`src/verilog/pwr_event_map.svh`:
```
`ifndef PWR_EVENT_MAP_SVH
`define PWR_EVENT_MAP_SVH

// ==================================================================
// Register word addresses on the Avalon slave.
`define PEW_ADDR_PMEC 8'hD4
`define PEW_ADDR_SWT 8'hD6
`define PEW_ADDR_GRR 8'h10
`define PEW_ADDR_ISR 8'h12
`define PEW_ADDR_IER 8'h14
`define PEW_ADDR_ICLR 8'h16

// ==================================================================
// Field positions.
`define PEW_PMEC_DELAY 14
`define PEW_PMEC_POL 12
`define PEW_PMEC_OUTEN_LSB 8
`define PEW_PMEC_AUTO 7
`define PEW_PMEC_WNORM 6
`define PEW_PMEC_EVT_LSB 2
`define PEW_PMEC_MODE_LSB 0
`define PEW_SWT_WAKE_LSB 8
`define PEW_SWT_SLEEP_LSB 0
`define PEW_ISR_ENERGY 2
`define PEW_ISR_LINK 3

// ==================================================================
// Reset values.
`define PEW_WAKE_TIME_RST 8'h08
`define PEW_SLEEP_TIME_RST 8'h0C
`define PEW_PMEC_RST 10'h000

// ==================================================================
// Timing.
`define PEW_CLK_HZ 10000000
`define PEW_WAKE_UNIT_MS 16
`define PEW_SLEEP_UNIT_S 1
`define PEW_WAKE_UNIT_CYC (`PEW_CLK_HZ / 1000 * `PEW_WAKE_UNIT_MS)
`define PEW_SLEEP_UNIT_CYC (`PEW_CLK_HZ * `PEW_SLEEP_UNIT_S)

`endif

```
`src/verilog/pwr_event_pkg.sv`:
```
package pwr_event_pkg;

   // ===============================================================
   // Power management mode field, in field encoding order.
   typedef enum logic [1:0] {MODE_NORMAL, MODE_ENERGY, MODE_SOFT_DOWN, MODE_SAVING} pwr_mode_t;

   // ===============================================================
   // Internal power states.
   typedef enum logic [1:0] {ST_RUN, ST_ED_AWAKE, ST_ED_LOW, ST_SOFT_DOWN} pwr_state_t;

   typedef struct packed {
      logic delay_en;
      logic polarity;
      logic [3:0] out_en;
      logic auto_wake;
      logic wake_normal;
      pwr_mode_t mode;
   } pmec_ctrl_t;

   typedef struct packed {
      logic frame;
      logic seq_pkt;
      logic link_up;
      logic energy;
   } wake_evt_t;

   typedef struct packed {
      logic [7:0] wake_time;
      logic [7:0] sleep_time;
   } sleep_wake_t;

endpackage : pwr_event_pkg
```
`src/verilog/power_event_wake_controller.sv`:
```
`timescale 1ns/10ps
`include "pwr_event_map.svh"

module power_event_wake_controller #(
   parameter int WAKE_UNIT_CYCLES = `PEW_WAKE_UNIT_CYC,
   parameter int SLEEP_UNIT_CYCLES = `PEW_SLEEP_UNIT_CYC
) (
   input wire logic i_ref_clk,
   input wire logic i_reset_n,
   input wire logic i_soft_reset,
   input wire logic [7:0] i_avs_address,
   input wire logic i_avs_read,
   input wire logic i_avs_write,
   input wire logic [31:0] i_avs_writedata,
   input wire logic [3:0] i_avs_byteenable,
   output logic [31:0] o_avs_readdata,
   output logic o_avs_waitrequest,
   input wire logic i_line_energy,
   input wire logic i_link_up,
   input wire logic i_wake_packet,
   input wire logic i_wake_frame,
   output logic o_pme,
   output logic o_irq,
   output logic o_low_power,
   output logic o_rx_tx_enable,
   output logic o_power_saving
);

   localparam logic [23:0] WAKE_UNIT = 24'(WAKE_UNIT_CYCLES - 1);
   localparam logic [23:0] SLEEP_UNIT = 24'(SLEEP_UNIT_CYCLES - 1);

   // ===============================================================
   // Avalon slave: one wait cycle, then a one-cycle answer.
   logic wait_reg, wait_next;
   logic [31:0] rdata_reg, rdata_next;
   logic take, rd_done, wr_done;
   logic [15:0] wdata;
   logic [15:0] rd_word;
   pwr_event_pkg::pmec_ctrl_t ctrl_reg, ctrl_next;
   pwr_event_pkg::sleep_wake_t swt_reg, swt_next;
   pwr_event_pkg::wake_evt_t evt_reg, evt_next;
   pwr_event_pkg::pwr_state_t state_reg, state_next;
   logic [1:0] isr_reg, isr_next;
   logic [1:0] ier_reg, ier_next;
   logic [23:0] pre_reg, pre_next;
   logic [7:0] unit_reg, unit_next;
   logic wake_cnt_reg, wake_cnt_next;
   assign take = (i_avs_read | i_avs_write) & wait_reg;
   assign rd_done = i_avs_read & ~wait_reg;
   assign wr_done = i_avs_write & ~wait_reg;
   assign wdata = i_avs_writedata[15:0];
   always_comb
   begin
      unique case (i_avs_address)
         `PEW_ADDR_PMEC: rd_word = {1'b0, ctrl_reg.delay_en, 1'b0, ctrl_reg.polarity,
                                    ctrl_reg.out_en, ctrl_reg.auto_wake,
                                    ctrl_reg.wake_normal, evt_reg, ctrl_reg.mode};
         `PEW_ADDR_SWT: rd_word = swt_reg;
         `PEW_ADDR_ISR: rd_word = {12'h000, isr_reg, 2'b00};
         `PEW_ADDR_IER: rd_word = {12'h000, ier_reg, 2'b00};
         default: rd_word = 16'h0000;
      endcase
   end

   always_comb
   begin
      wait_next = ~take;
      rdata_next = rdata_reg;
      if (take && i_avs_read)
      begin
         rdata_next = {16'h0000, rd_word};
      end
   end

   always_ff @(posedge i_ref_clk or negedge i_reset_n)
   begin
      if (!i_reset_n)
      begin
         wait_reg <= 1'b1;
         rdata_reg <= 32'h0000_0000;
      end
      else
      begin
         wait_reg <= wait_next;
         rdata_reg <= rdata_next;
      end
   end

   assign o_avs_waitrequest = wait_reg;
   assign o_avs_readdata = rdata_reg;

   // ===============================================================
   // Pin synchronisers and link edge detection.
   logic energy_s1, energy_s2, link_s1, link_s2, link_d;
   always_ff @(posedge i_ref_clk or negedge i_reset_n)
   begin
      if (!i_reset_n)
      begin
         energy_s1 <= 1'b0;
         energy_s2 <= 1'b0;
         link_s1 <= 1'b0;
         link_s2 <= 1'b0;
         link_d <= 1'b0;
      end
      else
      begin
         energy_s1 <= i_line_energy;
         energy_s2 <= energy_s1;
         link_s1 <= i_link_up;
         link_s2 <= link_s1;
         link_d <= link_s2;
      end
   end

   // ===============================================================
   // Power state machine, timers and event status.
   logic timing, unit_wrap, fire, low_state, pmec_wr;
   logic [7:0] limit_units;
   logic [3:0] evt_clr;
   pwr_event_pkg::wake_evt_t evt_set;

   assign low_state = (state_reg == pwr_event_pkg::ST_ED_LOW)
                      | (state_reg == pwr_event_pkg::ST_SOFT_DOWN);
   assign pmec_wr = wr_done && (i_avs_address == `PEW_ADDR_PMEC);
   assign timing = ((state_reg == pwr_event_pkg::ST_ED_LOW) & energy_s2)
                   | ((state_reg == pwr_event_pkg::ST_ED_AWAKE) & ~energy_s2);
   assign limit_units = (state_reg == pwr_event_pkg::ST_ED_LOW) ? swt_reg.wake_time
                                                                : swt_reg.sleep_time;
   assign unit_wrap = (state_reg == pwr_event_pkg::ST_ED_LOW) ? (pre_reg == WAKE_UNIT)
                                                              : (pre_reg == SLEEP_UNIT);
   assign fire = timing & unit_wrap & ((unit_reg + 8'h01) == limit_units);

   always_comb
   begin
      ctrl_next = ctrl_reg;
      swt_next = swt_reg;
      ier_next = ier_reg;
      state_next = state_reg;
      pre_next = 24'h00_0000;
      unit_next = 8'h00;
      wake_cnt_next = wake_cnt_reg;
      evt_set = '0;
      evt_clr = 4'h0;
      evt_set.link_up = link_s2 & ~link_d;
      evt_set.seq_pkt = i_wake_packet;
      evt_set.frame = i_wake_frame;
      if (timing && !(unit_reg == limit_units))
      begin
         pre_next = unit_wrap ? 24'h00_0000 : pre_reg + 24'h00_0001;
         unit_next = unit_wrap ? unit_reg + 8'h01 : unit_reg;
      end
      else if (timing)
      begin
         unit_next = unit_reg;
      end
      if (fire && state_reg == pwr_event_pkg::ST_ED_LOW)
      begin
         evt_set.energy = 1'b1;
         if (ctrl_reg.auto_wake)
         begin
            state_next = pwr_event_pkg::ST_ED_AWAKE;
            if (ctrl_reg.wake_normal)
            begin
               state_next = pwr_event_pkg::ST_RUN;
               ctrl_next.mode = pwr_event_pkg::MODE_NORMAL;
            end
         end
      end
      else if (fire)
      begin
         state_next = pwr_event_pkg::ST_ED_LOW;
      end
      if (rd_done || wr_done)
      begin
         wake_cnt_next = 1'b0;
         if (rd_done && i_avs_address == `PEW_ADDR_GRR && low_state)
         begin
            wake_cnt_next = ~wake_cnt_reg;
            if (wake_cnt_reg)
            begin
               state_next = pwr_event_pkg::ST_RUN;
               ctrl_next.mode = pwr_event_pkg::MODE_NORMAL;
            end
         end
      end
      if (pmec_wr)
      begin
         if (i_avs_byteenable[1])
         begin
            ctrl_next.delay_en = wdata[`PEW_PMEC_DELAY];
            ctrl_next.polarity = wdata[`PEW_PMEC_POL];
            ctrl_next.out_en = wdata[`PEW_PMEC_OUTEN_LSB +: 4];
         end
         if (i_avs_byteenable[0])
         begin
            ctrl_next.auto_wake = wdata[`PEW_PMEC_AUTO];
            ctrl_next.wake_normal = wdata[`PEW_PMEC_WNORM];
            evt_clr = wdata[`PEW_PMEC_EVT_LSB +: 4];
            ctrl_next.mode = pwr_event_pkg::pwr_mode_t'(wdata[`PEW_PMEC_MODE_LSB +: 2]);
            unique case (ctrl_next.mode)
               pwr_event_pkg::MODE_ENERGY: state_next = pwr_event_pkg::ST_ED_AWAKE;
               pwr_event_pkg::MODE_SOFT_DOWN: state_next = pwr_event_pkg::ST_SOFT_DOWN;
               pwr_event_pkg::MODE_NORMAL, pwr_event_pkg::MODE_SAVING:
                  state_next = pwr_event_pkg::ST_RUN;
            endcase
         end
      end
      if (wr_done && i_avs_address == `PEW_ADDR_SWT)
      begin
         if (i_avs_byteenable[1])
         begin
            swt_next.wake_time = wdata[`PEW_SWT_WAKE_LSB +: 8];
         end
         if (i_avs_byteenable[0])
         begin
            swt_next.sleep_time = wdata[`PEW_SWT_SLEEP_LSB +: 8];
         end
      end
      if (wr_done && i_avs_address == `PEW_ADDR_IER && i_avs_byteenable[0])
      begin
         ier_next = wdata[`PEW_ISR_LINK:`PEW_ISR_ENERGY];
      end
      // Event status survives the soft reset.
      if (i_soft_reset)
      begin
         ctrl_next = `PEW_PMEC_RST;
         swt_next = {`PEW_WAKE_TIME_RST, `PEW_SLEEP_TIME_RST};
         state_next = pwr_event_pkg::ST_RUN;
         wake_cnt_next = 1'b0;
      end
      // A new event wins over its clear.
      evt_next = (evt_reg & ~evt_clr) | evt_set;
      isr_next = isr_reg;
      if (wr_done && i_avs_address == `PEW_ADDR_ICLR && i_avs_byteenable[0])
      begin
         isr_next = isr_reg & ~wdata[`PEW_ISR_LINK:`PEW_ISR_ENERGY];
      end
      isr_next = isr_next | {evt_set.link_up, evt_set.energy};
   end

   always_ff @(posedge i_ref_clk or negedge i_reset_n)
   begin
      if (!i_reset_n)
      begin
         ctrl_reg <= `PEW_PMEC_RST;
         swt_reg <= {`PEW_WAKE_TIME_RST, `PEW_SLEEP_TIME_RST};
         evt_reg <= '0;
         isr_reg <= 2'b00;
         ier_reg <= 2'b00;
         state_reg <= pwr_event_pkg::ST_RUN;
         pre_reg <= 24'h00_0000;
         unit_reg <= 8'h00;
         wake_cnt_reg <= 1'b0;
      end
      else
      begin
         ctrl_reg <= ctrl_next;
         swt_reg <= swt_next;
         evt_reg <= evt_next;
         isr_reg <= isr_next;
         ier_reg <= ier_next;
         state_reg <= state_next;
         pre_reg <= pre_next;
         unit_reg <= unit_next;
         wake_cnt_reg <= wake_cnt_next;
      end
   end

   // ===============================================================
   // Registered outputs.
   logic pme_next, irq_next, low_next, rxtx_next, saving_next, pme_active, pme_hold;

   always_comb
   begin
      pme_active = |(evt_reg & ctrl_reg.out_en);
      pme_hold = ctrl_reg.delay_en & ctrl_reg.auto_wake & low_state;
      pme_next = ctrl_reg.polarity ? (pme_active & ~pme_hold) : ~(pme_active & ~pme_hold);
      irq_next = |(isr_reg & ier_reg);
      low_next = low_state;
      rxtx_next = ~low_state;
      saving_next = (ctrl_reg.mode == pwr_event_pkg::MODE_SAVING);
   end

   always_ff @(posedge i_ref_clk or negedge i_reset_n)
   begin
      if (!i_reset_n)
      begin
         o_pme <= 1'b1;
         o_irq <= 1'b0;
         o_low_power <= 1'b0;
         o_rx_tx_enable <= 1'b0;
         o_power_saving <= 1'b0;
      end
      else
      begin
         o_pme <= pme_next;
         o_irq <= irq_next;
         o_low_power <= low_next;
         o_rx_tx_enable <= rxtx_next;
         o_power_saving <= saving_next;
      end
   end
endmodule : power_event_wake_controller

```
`config.mk`:
```
export PLATFORM = sky130hd
export DESIGN_NAME = power_event_wake_controller
export DESIGN_NICKNAME = d
export VERILOG_FILES = /design/src/verilog/pwr_event_pkg.sv /design/src/verilog/power_event_wake_controller.sv
export VERILOG_INCLUDE_DIRS = /design/src /design/src/verilog
export SDC_FILE = /design/constraint.sdc
export NUM_CORES = 1
export LEC_CHECK = 0
export BUFFER_PORTS_ARGS = -buffer_cell sky130_fd_sc_hd__buf_4
export CAP_MARGIN = 20
export CORE_MARGIN = 3
export CORE_UTILIZATION = 58
export CTS_CLUSTER_SIZE = 8
export DETAILED_ROUTE_END_ITERATION = 12
export PLACE_DENSITY = 0.89
export SYNTH_ARGS = -nofsm -noshare
export SYNTH_HDL_FRONTEND = slang
export SYNTH_SLANG_ARGS = --single-unit
```
`constraint.sdc`:
```
create_clock -name i_ref_clk -period 5.81 [get_ports i_ref_clk]
set_clock_uncertainty 0.15 [all_clocks]
set_input_delay 0.8715 -clock i_ref_clk [delete_from_list [all_inputs] [get_ports i_ref_clk]]
set_output_delay 0.8715 -clock i_ref_clk [all_outputs]
set_load 0.01 [all_outputs]
```
After elaboration in Yosys (flattened, before gate mapping)
Cells that the tools add are included.

storage, ports and cells
  bits in registers = 96
  input port bits = 53

operators by class
  muxes and demuxes = 41
  $add $sub $neg = 2
  reduce and logical (&&, ||, !) cells = 27
  bitwise logic cells = 30
  equality and inequality tests = 19

operator list
  kind                   number
  $pmux 16 s4            1
  $mux 24                2
  $mux 8                 6
  $eq 8x5->1 const B     4
  $mux 16                2
  $mux 2                 16
  $add 24x1->24 const B  1
  $eq 24x18->1 const B   1
  $eq 24x24->1 const B   1
  $mux 10                2
  $eq 8x8->1             2
  $eq 8x8->1 const B     2
  $mux 4                 3
  $and 1x1->1            11
  $logic_and 1x1->1      11
  $eq 2x2->1 const B     5
  $reduce_and 2->1       5
  $reduce_bool 2->1      5
  $add 8x1->8 const B    1
  $and 4x4->4            2
  $not 1->1              8
  $mux 1                 7
  $mux 6                 1
  $pmux 2 s3             1
  14 further kinds       19

Longest topological paths before layout
Gate-level depths: netlist of the first run.

  depth after elaboration = 13
  depth in mapped cells = 9
  mapped depth without buffers = 8

Least setup slack after synthesis of the first run
Ideal clock, no wire load.

  path type = input port to flip-flop
  start point = in i_avs_address[5]
  end point = reg evt_reg[2] (netlist name)
  buffers on the path = 2
  cell stages on the path = 8
  path slack = 3.048 ns
  required time = 5.542 ns
  arrival time = 2.494 ns
  cells stage by stage = or4b_1 nor2_1 and3_1 clkbuf_1 and2_1 clkbuf_1 nand2_1 a21o_1

RTL lines
  item                    line                                text
  start: declaration      power_event_wake_controller.sv:11   input wire logic [7:0] i_avs_address,
  end signal: assignment  power_event_wake_controller.sv:259  evt_reg <= evt_next;
  end: declaration        power_event_wake_controller.sv:41   pwr_event_pkg::wake_evt_t evt_reg, evt_next;

Worst setup path in the final report of the first run
  start point = reg state_reg[1]
  end point = reg pre_reg[3]

between the ends
  word-level cells in the longest chain between the ends = 6
  elaborated cells between the ends (all ways) = 12
  those cells by class = eq/ne (3); mux (4); bitwise (3); reduce/logical (2)

RTL lines
  item                      line                                                                                                        text
  start: declaration        power_event_wake_controller.sv:42                                                                           pwr_event_pkg::pwr_state_t state_reg, state_next;
  start signal: assignment  power_event_wake_controller.sv:250                                                                          state_reg <= pwr_event_pkg::ST_RUN;
  start signal: assignment  power_event_wake_controller.sv:262                                                                          state_reg <= state_next;
  $eq 2x2->1                power_event_wake_controller.sv:125, power_event_wake_controller.sv:127, power_event_wake_controller.sv:129
  $mux 8                    power_event_wake_controller.sv:127                                                                          assign limit_units = (state_reg == pwr_event_pkg::ST_ED_LOW) ? swt_reg.wake_time
  $eq 8x8->1                power_event_wake_controller.sv:147                                                                          if (timing && !(unit_reg == limit_units))
  $logic_not 1->1           power_event_wake_controller.sv:147
  $logic_and 1x1->1         power_event_wake_controller.sv:147
  $mux 24 (*)               power_event_wake_controller.sv:147
  named net pre_next[3]     power_event_wake_controller.sv:45                                                                           logic [23:0] pre_reg, pre_next;
  end signal: assignment    power_event_wake_controller.sv:263                                                                          pre_reg <= pre_next;
  end: declaration          power_event_wake_controller.sv:45

The timed path passes the listed nets; every way through them passes the cells marked *.
A chain may end at the register's enable or synchronous reset.

==> results.txt, run 1 <==
Most used flip-flop cell after synthesis - dfrtp_1
Total number of yosys warnings - 0
Pre-Repair DR Iteration Count - 7
Die Height - 96.38 µm
Filler Cell Count - 574
Reg2Reg Setup Slack - 2.23 ns
Req. time, crit path - 5.86 ns
Leading cell type in the layout, fill and taps excluded - dfrtp_1
Final number of hold-violating endpoints - 0
Area fraction of the dominant cell type after synthesis - 0.4807
Total via count after detailed routing - 3734
Combinational family with the most area after synthesis - simple AND/OR/NAND/NOR gates
Hold_sp - link_s1
Cell count after synthesis - 491
Post-detailed-route DRC marker count - 0
Slew headroom - 0.4508
Final weighted congestion of routability-driven global placement - 0.9105
Unrepaired setup endpoints after global routing - false
Antenna viol nets, final - 0
Number of flip-flops in the largest register - 24
Flops & latches, synth - 96
Total clock sinks - 96
Synth area leaders - dfrtp_1 48%, nand2_1 6.1%, nor2_1 5.1%
Clock tree from TritonCTS - built
Seq/Total Area, Yosys - 0.5085
Full die area - 0.009288 mm²
Final Net Count - 594
Mux cell area share after synthesis - 0.04860
Max rail drop VDD - 0.1335 mV
Post-synth top area cell - dfrtp_1
Register clock-pin slew on the reported worst setup and hold paths - 0.09 ns
Fin crit share - 0.6167
Class of the most critical hold timing path - reg -> reg
Synth-to-layout area growth - 12.44%
Resized Gates After CTS - 0
Root buf cell - clkbuf_8
Chip width - 96.38 µm
Maximum clock frequency - 279.1 MHz
Via count of the first global-routing pass - 3465
Endpoint of the worst hold path - link_s2
Hold-critical path depth - 0
Critical path data arrival time - 3.63 ns
Core Region - 0.007807 mm²
Global-route congestion overflow total - 0
Number of enable flip-flop cells after synthesis - 0
Number of top-level pins - 91
Wire length per cell - 16.13 µm
Hold-fix buffers, CTS - 0
TritonCTS buffer count - 9
Leading cell types in the layout, fill and taps excluded - 91 x dfrtp_1, 77 x nand2_1, 64 x nor2_1
Routed wire length - 10410 µm
Total routing resource utilization after global routing - 0.2378
Maximum level of the CTS H-tree - 3
Count of input and output buffers - 56
Total power density per cell area - 220.1 mW/mm²
Final worst slack - 2.227 ns
Initial antenna violation count - 0
Synthesized-area fraction occupied by and/or/nand/nor cells - 0.1981
Iteration-0 DRC count of the detailed router - 369
Initial Utilization - 0.6067
Vias per cell - 5.789
Largest driver fanout on the critical path - 23
WS Path Type - reg -> reg
Site Rows - 32
Maximum number of pins on one net before global-route repair - 54
Async set-or-reset flop fraction in the synthesized netlist - 1.000
Capture instance of the worst register-to-register path - pre_reg[3]
Setup WS pre-CTS - 2.285 ns
Netlist Area Pre-Place - 0.004737 mm²
Clock latency on the worst-skew pair - 0.36 ns
Ant. Diodes - 0
Pleak - 2.298 nW
First-pass GRT wire length - 16850 µm
Reg-to-reg startpoint - state_reg[1]
Maximum clock path buffer count - 2
Element type at the critical path start - flip-flop
Worst Setup End Kind - flip-flop
Xor and xnor fraction of the mapped netlist area - 0.07924
Avg Inst Size Synth - 9.648 µm²
Status - finished clean
Max Cap Violations - 0
Cell depth of the worst flop-to-flop path - 7
Adder-cell share of the synthesized area - 0.007924
Compound-Gate Fraction of Synth Area - 0.1014
Post-CTS setup buffers - 0
Share of post-route cells with drive strength above 1 - 0.1584
Crit path time final - 3.583 ns
Sum Neg Setup Slack - 0 ns
Max-slew violation count - 0
Transition time of the tightest slew-check pin - 0.8238 ns
Final setup fails - 0
Count of different cell masters after synthesis - 52
HPWL reported at the end of detailed placement - 7691 µm
==> worst max-delay path: stages, from the launching register on <==
cell	delay [ns]
dfrtp_1	0.52
nor2b_1	0.70
mux2i_1	0.32
xor2_1	0.28
nor4b_1	0.46
a21o_1	0.19
nand2b_1	0.65
nor2_1	0.15
==> where the power goes <==
group          internal (W)   total, W  leakage [nW]  switching (W)
registers          0.000672   0.000674          1.28     0.00000245
clock network      0.000222   0.000441         0.103       0.000219
logic             0.0000201  0.0000572         0.918      0.0000371
total              0.000914    0.00117          2.30       0.000258
==> cell type report <==
type                            instances  area (µm²)  share of cell area
Clock inverter                          3       40.04            0.007517
Timing Repair Buffer                   57       427.9             0.08034
Inverter                               11       41.29            0.007752
Clock buffer                           13       158.9             0.02983
Multi-Input combinational cell        363        2122              0.3984
Sequential cell                        96        2409              0.4522
Tap cell                              102       127.6             0.02396
==> Yosys cell counts (all sizes together) (2+ instances only) <==
master,number
and3,8
and2,5
ha,3
nand2,77
nor2,64
nand3b,2
nor3,6
o211ai,2
nand2b,3
dfrtp,91
inv,11
a211o,2
a22oi,14
a22o,3
a21oi,14
xnor2,22
nor4,2
mux2i,23
buf,25
dfstp,5
a222oi,2
nor2b,3
clkbuf,11
xor2,20
o21ai,27
a21o,5
nor4b,3
nand3,16
or3,4
nand4,6
or4b,2
a31oi,2
==> worst max-delay path by stage <==
stage	from	end	slack (ns)	cells after the start
6_report	state_reg[1]	pre_reg[3]	2.23	7
3_3_place_gp	state_reg[1]	pre_reg[23]	2.39	7
3_5_place_dp	state_reg[1]	pre_reg[8]	2.29	7
2_1_floorplan	i_avs_address[5]	evt_reg[2]	3.05	8
4_1_cts	state_reg[1]	pre_reg[3]	2.26	7
5_1_grt	state_reg[1]	pre_reg[3]	2.03	7
==> metal layers <==
| layer | up-vias | GRT usage | routed length, µm |
|---|---|---|---|
| met1 | 1826 | 0.3352 | 4489 |
| met2 | 172 | 0.3709 | 4894 |
| met4 | 0 | 0.05374 | 113 |
| met5 | - | 0 | 0 |
| met3 | 12 | 0.06507 | 906 |
| li1 | 1724 | - | - |
==> per-stage QoR <==
step	std cells	cell area [µm²]	total power, W	hold WS [ns]	utilization
6_report	645	5326	0.001172	0.2052	0.6822
5_1_grt	645	5326	0.001219	0.2247	0.6822
4_1_cts	645	5326	0.001175	0.2058	0.6822
3_5_place_dp	629	5127	0.0007449	0.1864	0.6567
3_3_place_gp	629	5127	0.0007432	0.1850	0.6567
2_1_floorplan	506	4793	0.0007136	0.1812	-
==> cells by family after synthesis <==
kind of cell | after synthesis
AND/OR/NAND/NOR | 204
AO/OA/AOI/OAI | 75
XOR/XNOR | 42
flip-flops | 96
adder cells (fa/ha/maj) | 3
other | 1
buffers and inverters | 47
multiplexers | 23
Note: power is estimated with default switching activity, not from simulation.
==> run 2: changes to the inputs <==
--- a/config.mk
+++ b/config.mk
@@ -9,10 +9,10 @@
 export BUFFER_PORTS_ARGS = -buffer_cell sky130_fd_sc_hd__buf_4
 export CAP_MARGIN = 20
 export CORE_MARGIN = 3
-export CORE_UTILIZATION = 58
+export CORE_UTILIZATION = 55
 export CTS_CLUSTER_SIZE = 8
 export DETAILED_ROUTE_END_ITERATION = 12
-export PLACE_DENSITY = 0.89
+export PLACE_DENSITY = 0.85
 export SYNTH_ARGS = -nofsm -noshare
 export SYNTH_HDL_FRONTEND = slang
 export SYNTH_SLANG_ARGS = --single-unit
==> constraint.sdc (replaced) <==
create_clock -name i_ref_clk -period 3.4 [get_ports i_ref_clk]
set_clock_uncertainty 0.15 [all_clocks]
set_input_delay 0.51 -clock i_ref_clk [delete_from_list [all_inputs] [get_ports i_ref_clk]]
set_output_delay 0.51 -clock i_ref_clk [all_outputs]
set_load 0.01 [all_outputs]
==> run 2 against run 1 <==
- routed wire length up 1.2%
- sequential power is 71% higher
- die area up 5.1%
- final cell count rose by 1.2%
- via count rose by 0.24%
- first-iteration DRC count fell by 4.9%
- clock power up 90%
- critical path depth increased by 2
- critical path type unchanged
- the flow now finishes with violations (negative hold slack)
==> results.txt, run 2 (synthesis gave the netlist of run 1 again) <==
Reg2Reg Setup Slack - 0.66 ns
Maximum number of pins on one net before global-route repair - 52
Sum Neg Setup Slack - 0 ns
Reg-to-reg startpoint - state_reg[1]
Max Cap Violations - 0
Maximum clock frequency - 365.3 MHz
Share of post-route cells with drive strength above 1 - 0.1679
Routed wire length - 10530 µm
HPWL reported at the end of detailed placement - 7671 µm
Filler Cell Count - 643
Worst Setup End Kind - flip-flop
Final setup fails - 0
Vias per cell - 5.732
Antenna viol nets, final - 0
Largest driver fanout on the critical path - 23
Iteration-0 DRC count of the detailed router - 351
Total clock sinks - 96
Core Region - 0.008299 mm²
Class of the most critical hold timing path - in -> async
Via count of the first global-routing pass - 3664
Chip width - 98.81 µm
Register clock-pin slew on the reported worst setup and hold paths - 0.09 ns
Final Net Count - 599
Total routing resource utilization after global routing - 0.2290
Element type at the critical path start - flip-flop
Req. time, crit path - 3.48 ns
Leading cell type in the layout, fill and taps excluded - dfrtp_1
Root buf cell - clkbuf_8
Fin crit share - 0.8052
Pre-Repair DR Iteration Count - 6
Violations in the final reports - negative hold slack
Max-slew violation count - 0
Wire length per cell - 16.12 µm
Final weighted congestion of routability-driven global placement - 0.8903
Unrepaired setup endpoints after global routing - false
Leading cell types in the layout, fill and taps excluded - 91 x dfrtp_1, 77 x nand2_1, 64 x nor2_1
Number of top-level pins - 91
Status - finished, violations left
Number of flip-flops in the largest register - 24
Site Rows - 33
Synth-to-layout area growth - 14.26%
Die Height - 98.81 µm
Transition time of the tightest slew-check pin - 0.7902 ns
Crit path time final - 2.738 ns
Clock tree from TritonCTS - built
Cell depth of the worst flop-to-flop path - 9
Critical path data arrival time - 2.82 ns
Full die area - 0.009762 mm²
Worst hold margin - -0.006127 ns
TritonCTS buffer count - 9
Total power density per cell area - 386.1 mW/mm²
Initial antenna violation count - 0
Initial Utilization - 0.5708
Count of input and output buffers - 56
Ant. Diodes - 0
Maximum clock path buffer count - 2
Post-CTS setup buffers - 0
Post-detailed-route DRC marker count - 0
Resized Gates After CTS - 0
WS Path Type - reg -> reg
Final number of hold-violating endpoints - 2
Total via count after detailed routing - 3743
Capture instance of the worst register-to-register path - pre_reg[4]
First-pass GRT wire length - 17900 µm
Maximum level of the CTS H-tree - 3
Max rail drop VDD - 0.2656 mV
Global-route congestion overflow total - 0
Clock latency on the worst-skew pair - 0.36 ns
Pleak - 2.338 nW
Hold-fix buffers, CTS - 0
Slew headroom - 0.4719
run 2: how the worst max path moves through the flow:
| stage | from | endpoint | slack, ns | depth (start not counted) |
|---|---|---|---|---|
| after floorplan | i_avs_address[5] | evt_reg[2] | 1.0 | 8 |
| after global placement | i_avs_address[5] | ctrl_reg[1] | 0.73 | 9 |
| after detailed placement | state_reg[1] | pre_reg[4] | 0.70 | 9 |
| after CTS | state_reg[1] | pre_reg[4] | 0.66 | 9 |
| after global routing | state_reg[1] | pre_reg[2] | 0.45 | 9 |
| final | state_reg[1] | pre_reg[4] | 0.66 | 9 |
run 2: per-layer routing:
layer / track usage / wire, µm / up-vias
li1: - / - / 1733
met1: 0.3269 / 4524 / 1778
met2: 0.3409 / 4767 / 203
met3: 0.05803 / 1030 / 29
met4: 0.08298 / 205 / 0
met5: 0 / 0 / -
run 2: stage by stage:
stage	power [W]	util	instance area [µm²]	setup slack, ns	cells
floorplan	0.001219	-	4793	0.9991	506
global placement	0.001272	0.6243	5181	0.7315	637
detailed placement	0.001275	0.6243	5181	0.6987	637
CTS	0.002108	0.6522	5413	0.6593	653
global route	0.002166	0.6522	5413	0.4473	653
finish	0.002090	0.6522	5413	0.6622	653
run 2: where the power goes:
group          total (W)  internal [W]  switching, W
sequential       0.00115       0.00115    0.00000398
combinational   0.000100     0.0000362     0.0000639
clock           0.000838      0.000456      0.000382
total            0.00209       0.00164      0.000450
run 2: layout make-up:
cell class              count  area [µm²]  share of cell area
repair buffers             62       478.0             0.08830
flip-flops and latches     96        2409              0.4450
multi-input cells         363        2122              0.3920
inverters                  11       41.29            0.007628
clock inverters             4       76.32             0.01410
clock buffers              12       155.1             0.02866
well taps                 105       131.4             0.02427
run 2: worst max-delay path, stage by stage (launching register included):
cell	delay (ns)
dfrtp_1	0.44
nor2b_1	0.16
buf_4	0.19
mux2i_1	0.31
xor2_1	0.24
nor4b_1	0.47
a21o_1	0.20
nand2b_1	0.10
buf_4	0.25
nor2_1	0.09
==> run 3: changes to the inputs <==
==> constraint.sdc (replaced) <==
create_clock -name i_ref_clk -period 2.57 [get_ports i_ref_clk]
set_clock_uncertainty 0.15 [all_clocks]
set_input_delay 0.3855 -clock i_ref_clk [delete_from_list [all_inputs] [get_ports i_ref_clk]]
set_output_delay 0.3855 -clock i_ref_clk [all_outputs]
set_load 0.01 [all_outputs]
==> run 3 against run 2 <==
- the flow now finishes without violations
- non-clock buffer count up 23
- critical path depth up 1
- total power up 22%
- clock-buffer cell count down 2
- global-route usage down 0.31 points
- cell area up 4.0%
- core utilization up 2.6 points
- die area unchanged
- sequential cell count unchanged
==> results.txt, run 3 (synthesis gave the netlist of run 1 again) <==
Final design area excluding fillers - 0.005632 mm²
Chip width - 98.81 µm
Final weighted congestion of routability-driven global placement - 0.9375
Final worst slack - 0.04125 ns
Switching power - 0.0006296 W
Share of total power consumed by net switching - 0.2465
Proportion of power drawn by combinational gates - 0.054
Core Region - 0.008299 mm²
Maximum clock path buffer count - 2
Max Cap Violations - 0
Via count of the first global-routing pass - 3585
Max rail drop VDD - 0.2961 mV
Synth-to-layout area growth - 18.89%
Register clock-pin slew on the reported worst setup and hold paths - 0.09 ns
Total routing resource utilization after global routing - 0.2258
Worst Setup End Kind - flip-flop
Final number of hold-violating endpoints - 0
Global-route congestion overflow total - 0
Fin crit share - 0.9840
Element type at the critical path start - flip-flop
Final Net Count - 622
Setup WS pre-CTS - -0.01424 ns
Clock latency on the worst-skew pair - 0.37 ns
WS Path Type - reg -> reg
Site Rows - 33
Final setup fails - 0
Clock tree from TritonCTS - built
Full die area - 0.009762 mm²
Unrepaired setup endpoints after global routing - true
Ant. Diodes - 0
Status - finished clean
P_int - 0.001925 W
Area after DPL - 0.005311 mm²
Critical path data arrival time - 2.66 ns
Wire length per cell - 16.07 µm
Req. time, crit path - 2.70 ns
TritonCTS buffer count - 9
Routed wire length - 10870 µm
Total via count after detailed routing - 3806
Initial Utilization - 0.5708
Transition time of the tightest slew-check pin - 0.7789 ns
Leading cell type in the layout, fill and taps excluded - dfrtp_1
Maximum level of the CTS H-tree - 3
Pre-Repair DR Iteration Count - 5
Maximum clock frequency - 395.5 MHz
Initial antenna violation count - 0
Root buf cell - clkbuf_8
Filler Cell Count - 607
HPWL reported at the end of detailed placement - 8001 µm
Number of top-level pins - 91
Vias per cell - 5.630
Share of post-route cells with drive strength above 1 - 0.2137
Maximum number of pins on one net before global-route repair - 52
Iteration-0 DRC count of the detailed router - 316
Total clock sinks - 96
Core Util, Final - 0.6786
Count of input and output buffers - 56
Class of the most critical hold timing path - in -> reg
Pleak - 2.451 nW
Slew headroom - 0.4795
Largest driver fanout on the critical path - 6
First-pass GRT wire length - 17600 µm
Crit path time final - 2.529 ns
Clock group share of total power - 0.350
Number of flip-flops in the largest register - 24
Sum Neg Setup Slack - 0 ns
Post-detailed-route DRC marker count - 0
Max-slew violation count - 0
Die Height - 98.81 µm
Antenna viol nets, final - 0
Leading cell types in the layout, fill and taps excluded - 91 x dfrtp_1, 79 x buf_4, 77 x nand2_1
Sequential fraction of design power - 0.597
Total power density per cell area - 453.6 mW/mm²
==> run 3: what timing repair did <==
action,4_1_cts,5_1_grt
hold buffers,3,0
hold endpoints to repair,43,0
pin swaps,0,4
setup endpoints to repair,3,30
buffers inserted,2,4
resized for setup,7,6
==> run 3: path summary, 6_finish.rpt <==
| check | start | endpoint | slack (ns) | cells past startpoint |
|---|---|---|---|---|
| worst max-delay path | state_reg[0] | state_reg[0] | 0.04 | 10 |
| worst min-delay path | i_avs_read | o_avs_waitrequest | 0.03 | 2 |
| worst max register to register | state_reg[0] | state_reg[0] | 0.04 | 10 |
| worst min register to register | link_s1 | link_s2 | 0.21 | 0 |
| max in group asynchronous | i_reset_n | o_avs_waitrequest | 1.18 | 3 |
| min in group asynchronous | i_reset_n | wake_cnt_reg | 0.40 | 2 |
==> run 3: final cells by class <==
type | instances | area [µm²] | share of cell area
clock buffers | 10 | 127.6 | 0.02266
well taps | 105 | 131.4 | 0.02333
flip-flops and latches | 96 | 2409 | 0.4277
inverters | 11 | 41.29 | 0.007332
clock inverters | 6 | 45.04 | 0.007998
repair buffers | 85 | 683.2 | 0.1213
multi-input cells | 363 | 2195 | 0.3897
==> run 3: per-layer routing <==
metal,track usage,up-vias,part of all wire
li1,-,1784,-
met1,0.3182,1840,0.43
met2,0.3425,160,0.46
met3,0.05166,22,0.087
met4,0.08613,0,0.022
met5,0,-,0
==> run 3: critical path, stage by stage (launching register included) <==
cell and delay [ns]:
dfrtp_1 0.43, nor2b_1 0.16, buf_4 0.20, mux2i_4 0.25
xor2_1 0.21, buf_4 0.15, xnor2_1 0.06, nor3_2 0.17
nand3_2 0.13, or3_4 0.36, a31oi_4 0.17
==> run 3: power groups by stage <==
stage / logic [W] / registers, W / clock network (W)
6_report: 0.000137 / 0.00152 / 0.000894
5_1_grt: 0.000153 / 0.00153 / 0.000960
4_1_cts: 0.000137 / 0.00152 / 0.000903
3_5_place_dp: 0.000134 / 0.00155 / 0
3_3_place_gp: 0.000130 / 0.00155 / 0
2_1_floorplan: 0.0000594 / 0.00155 / 0
==> run 3: stage by stage <==
step	power (W)	cells	hold WS, ns
after global placement	0.001683	651	0.1843
final	0.002555	676	0.02770
after CTS	0.002564	672	0.02201
after floorplan	0.001613	506	-0.06009
after detailed placement	0.001687	651	0.1847
after global routing	0.002640	676	0.04189
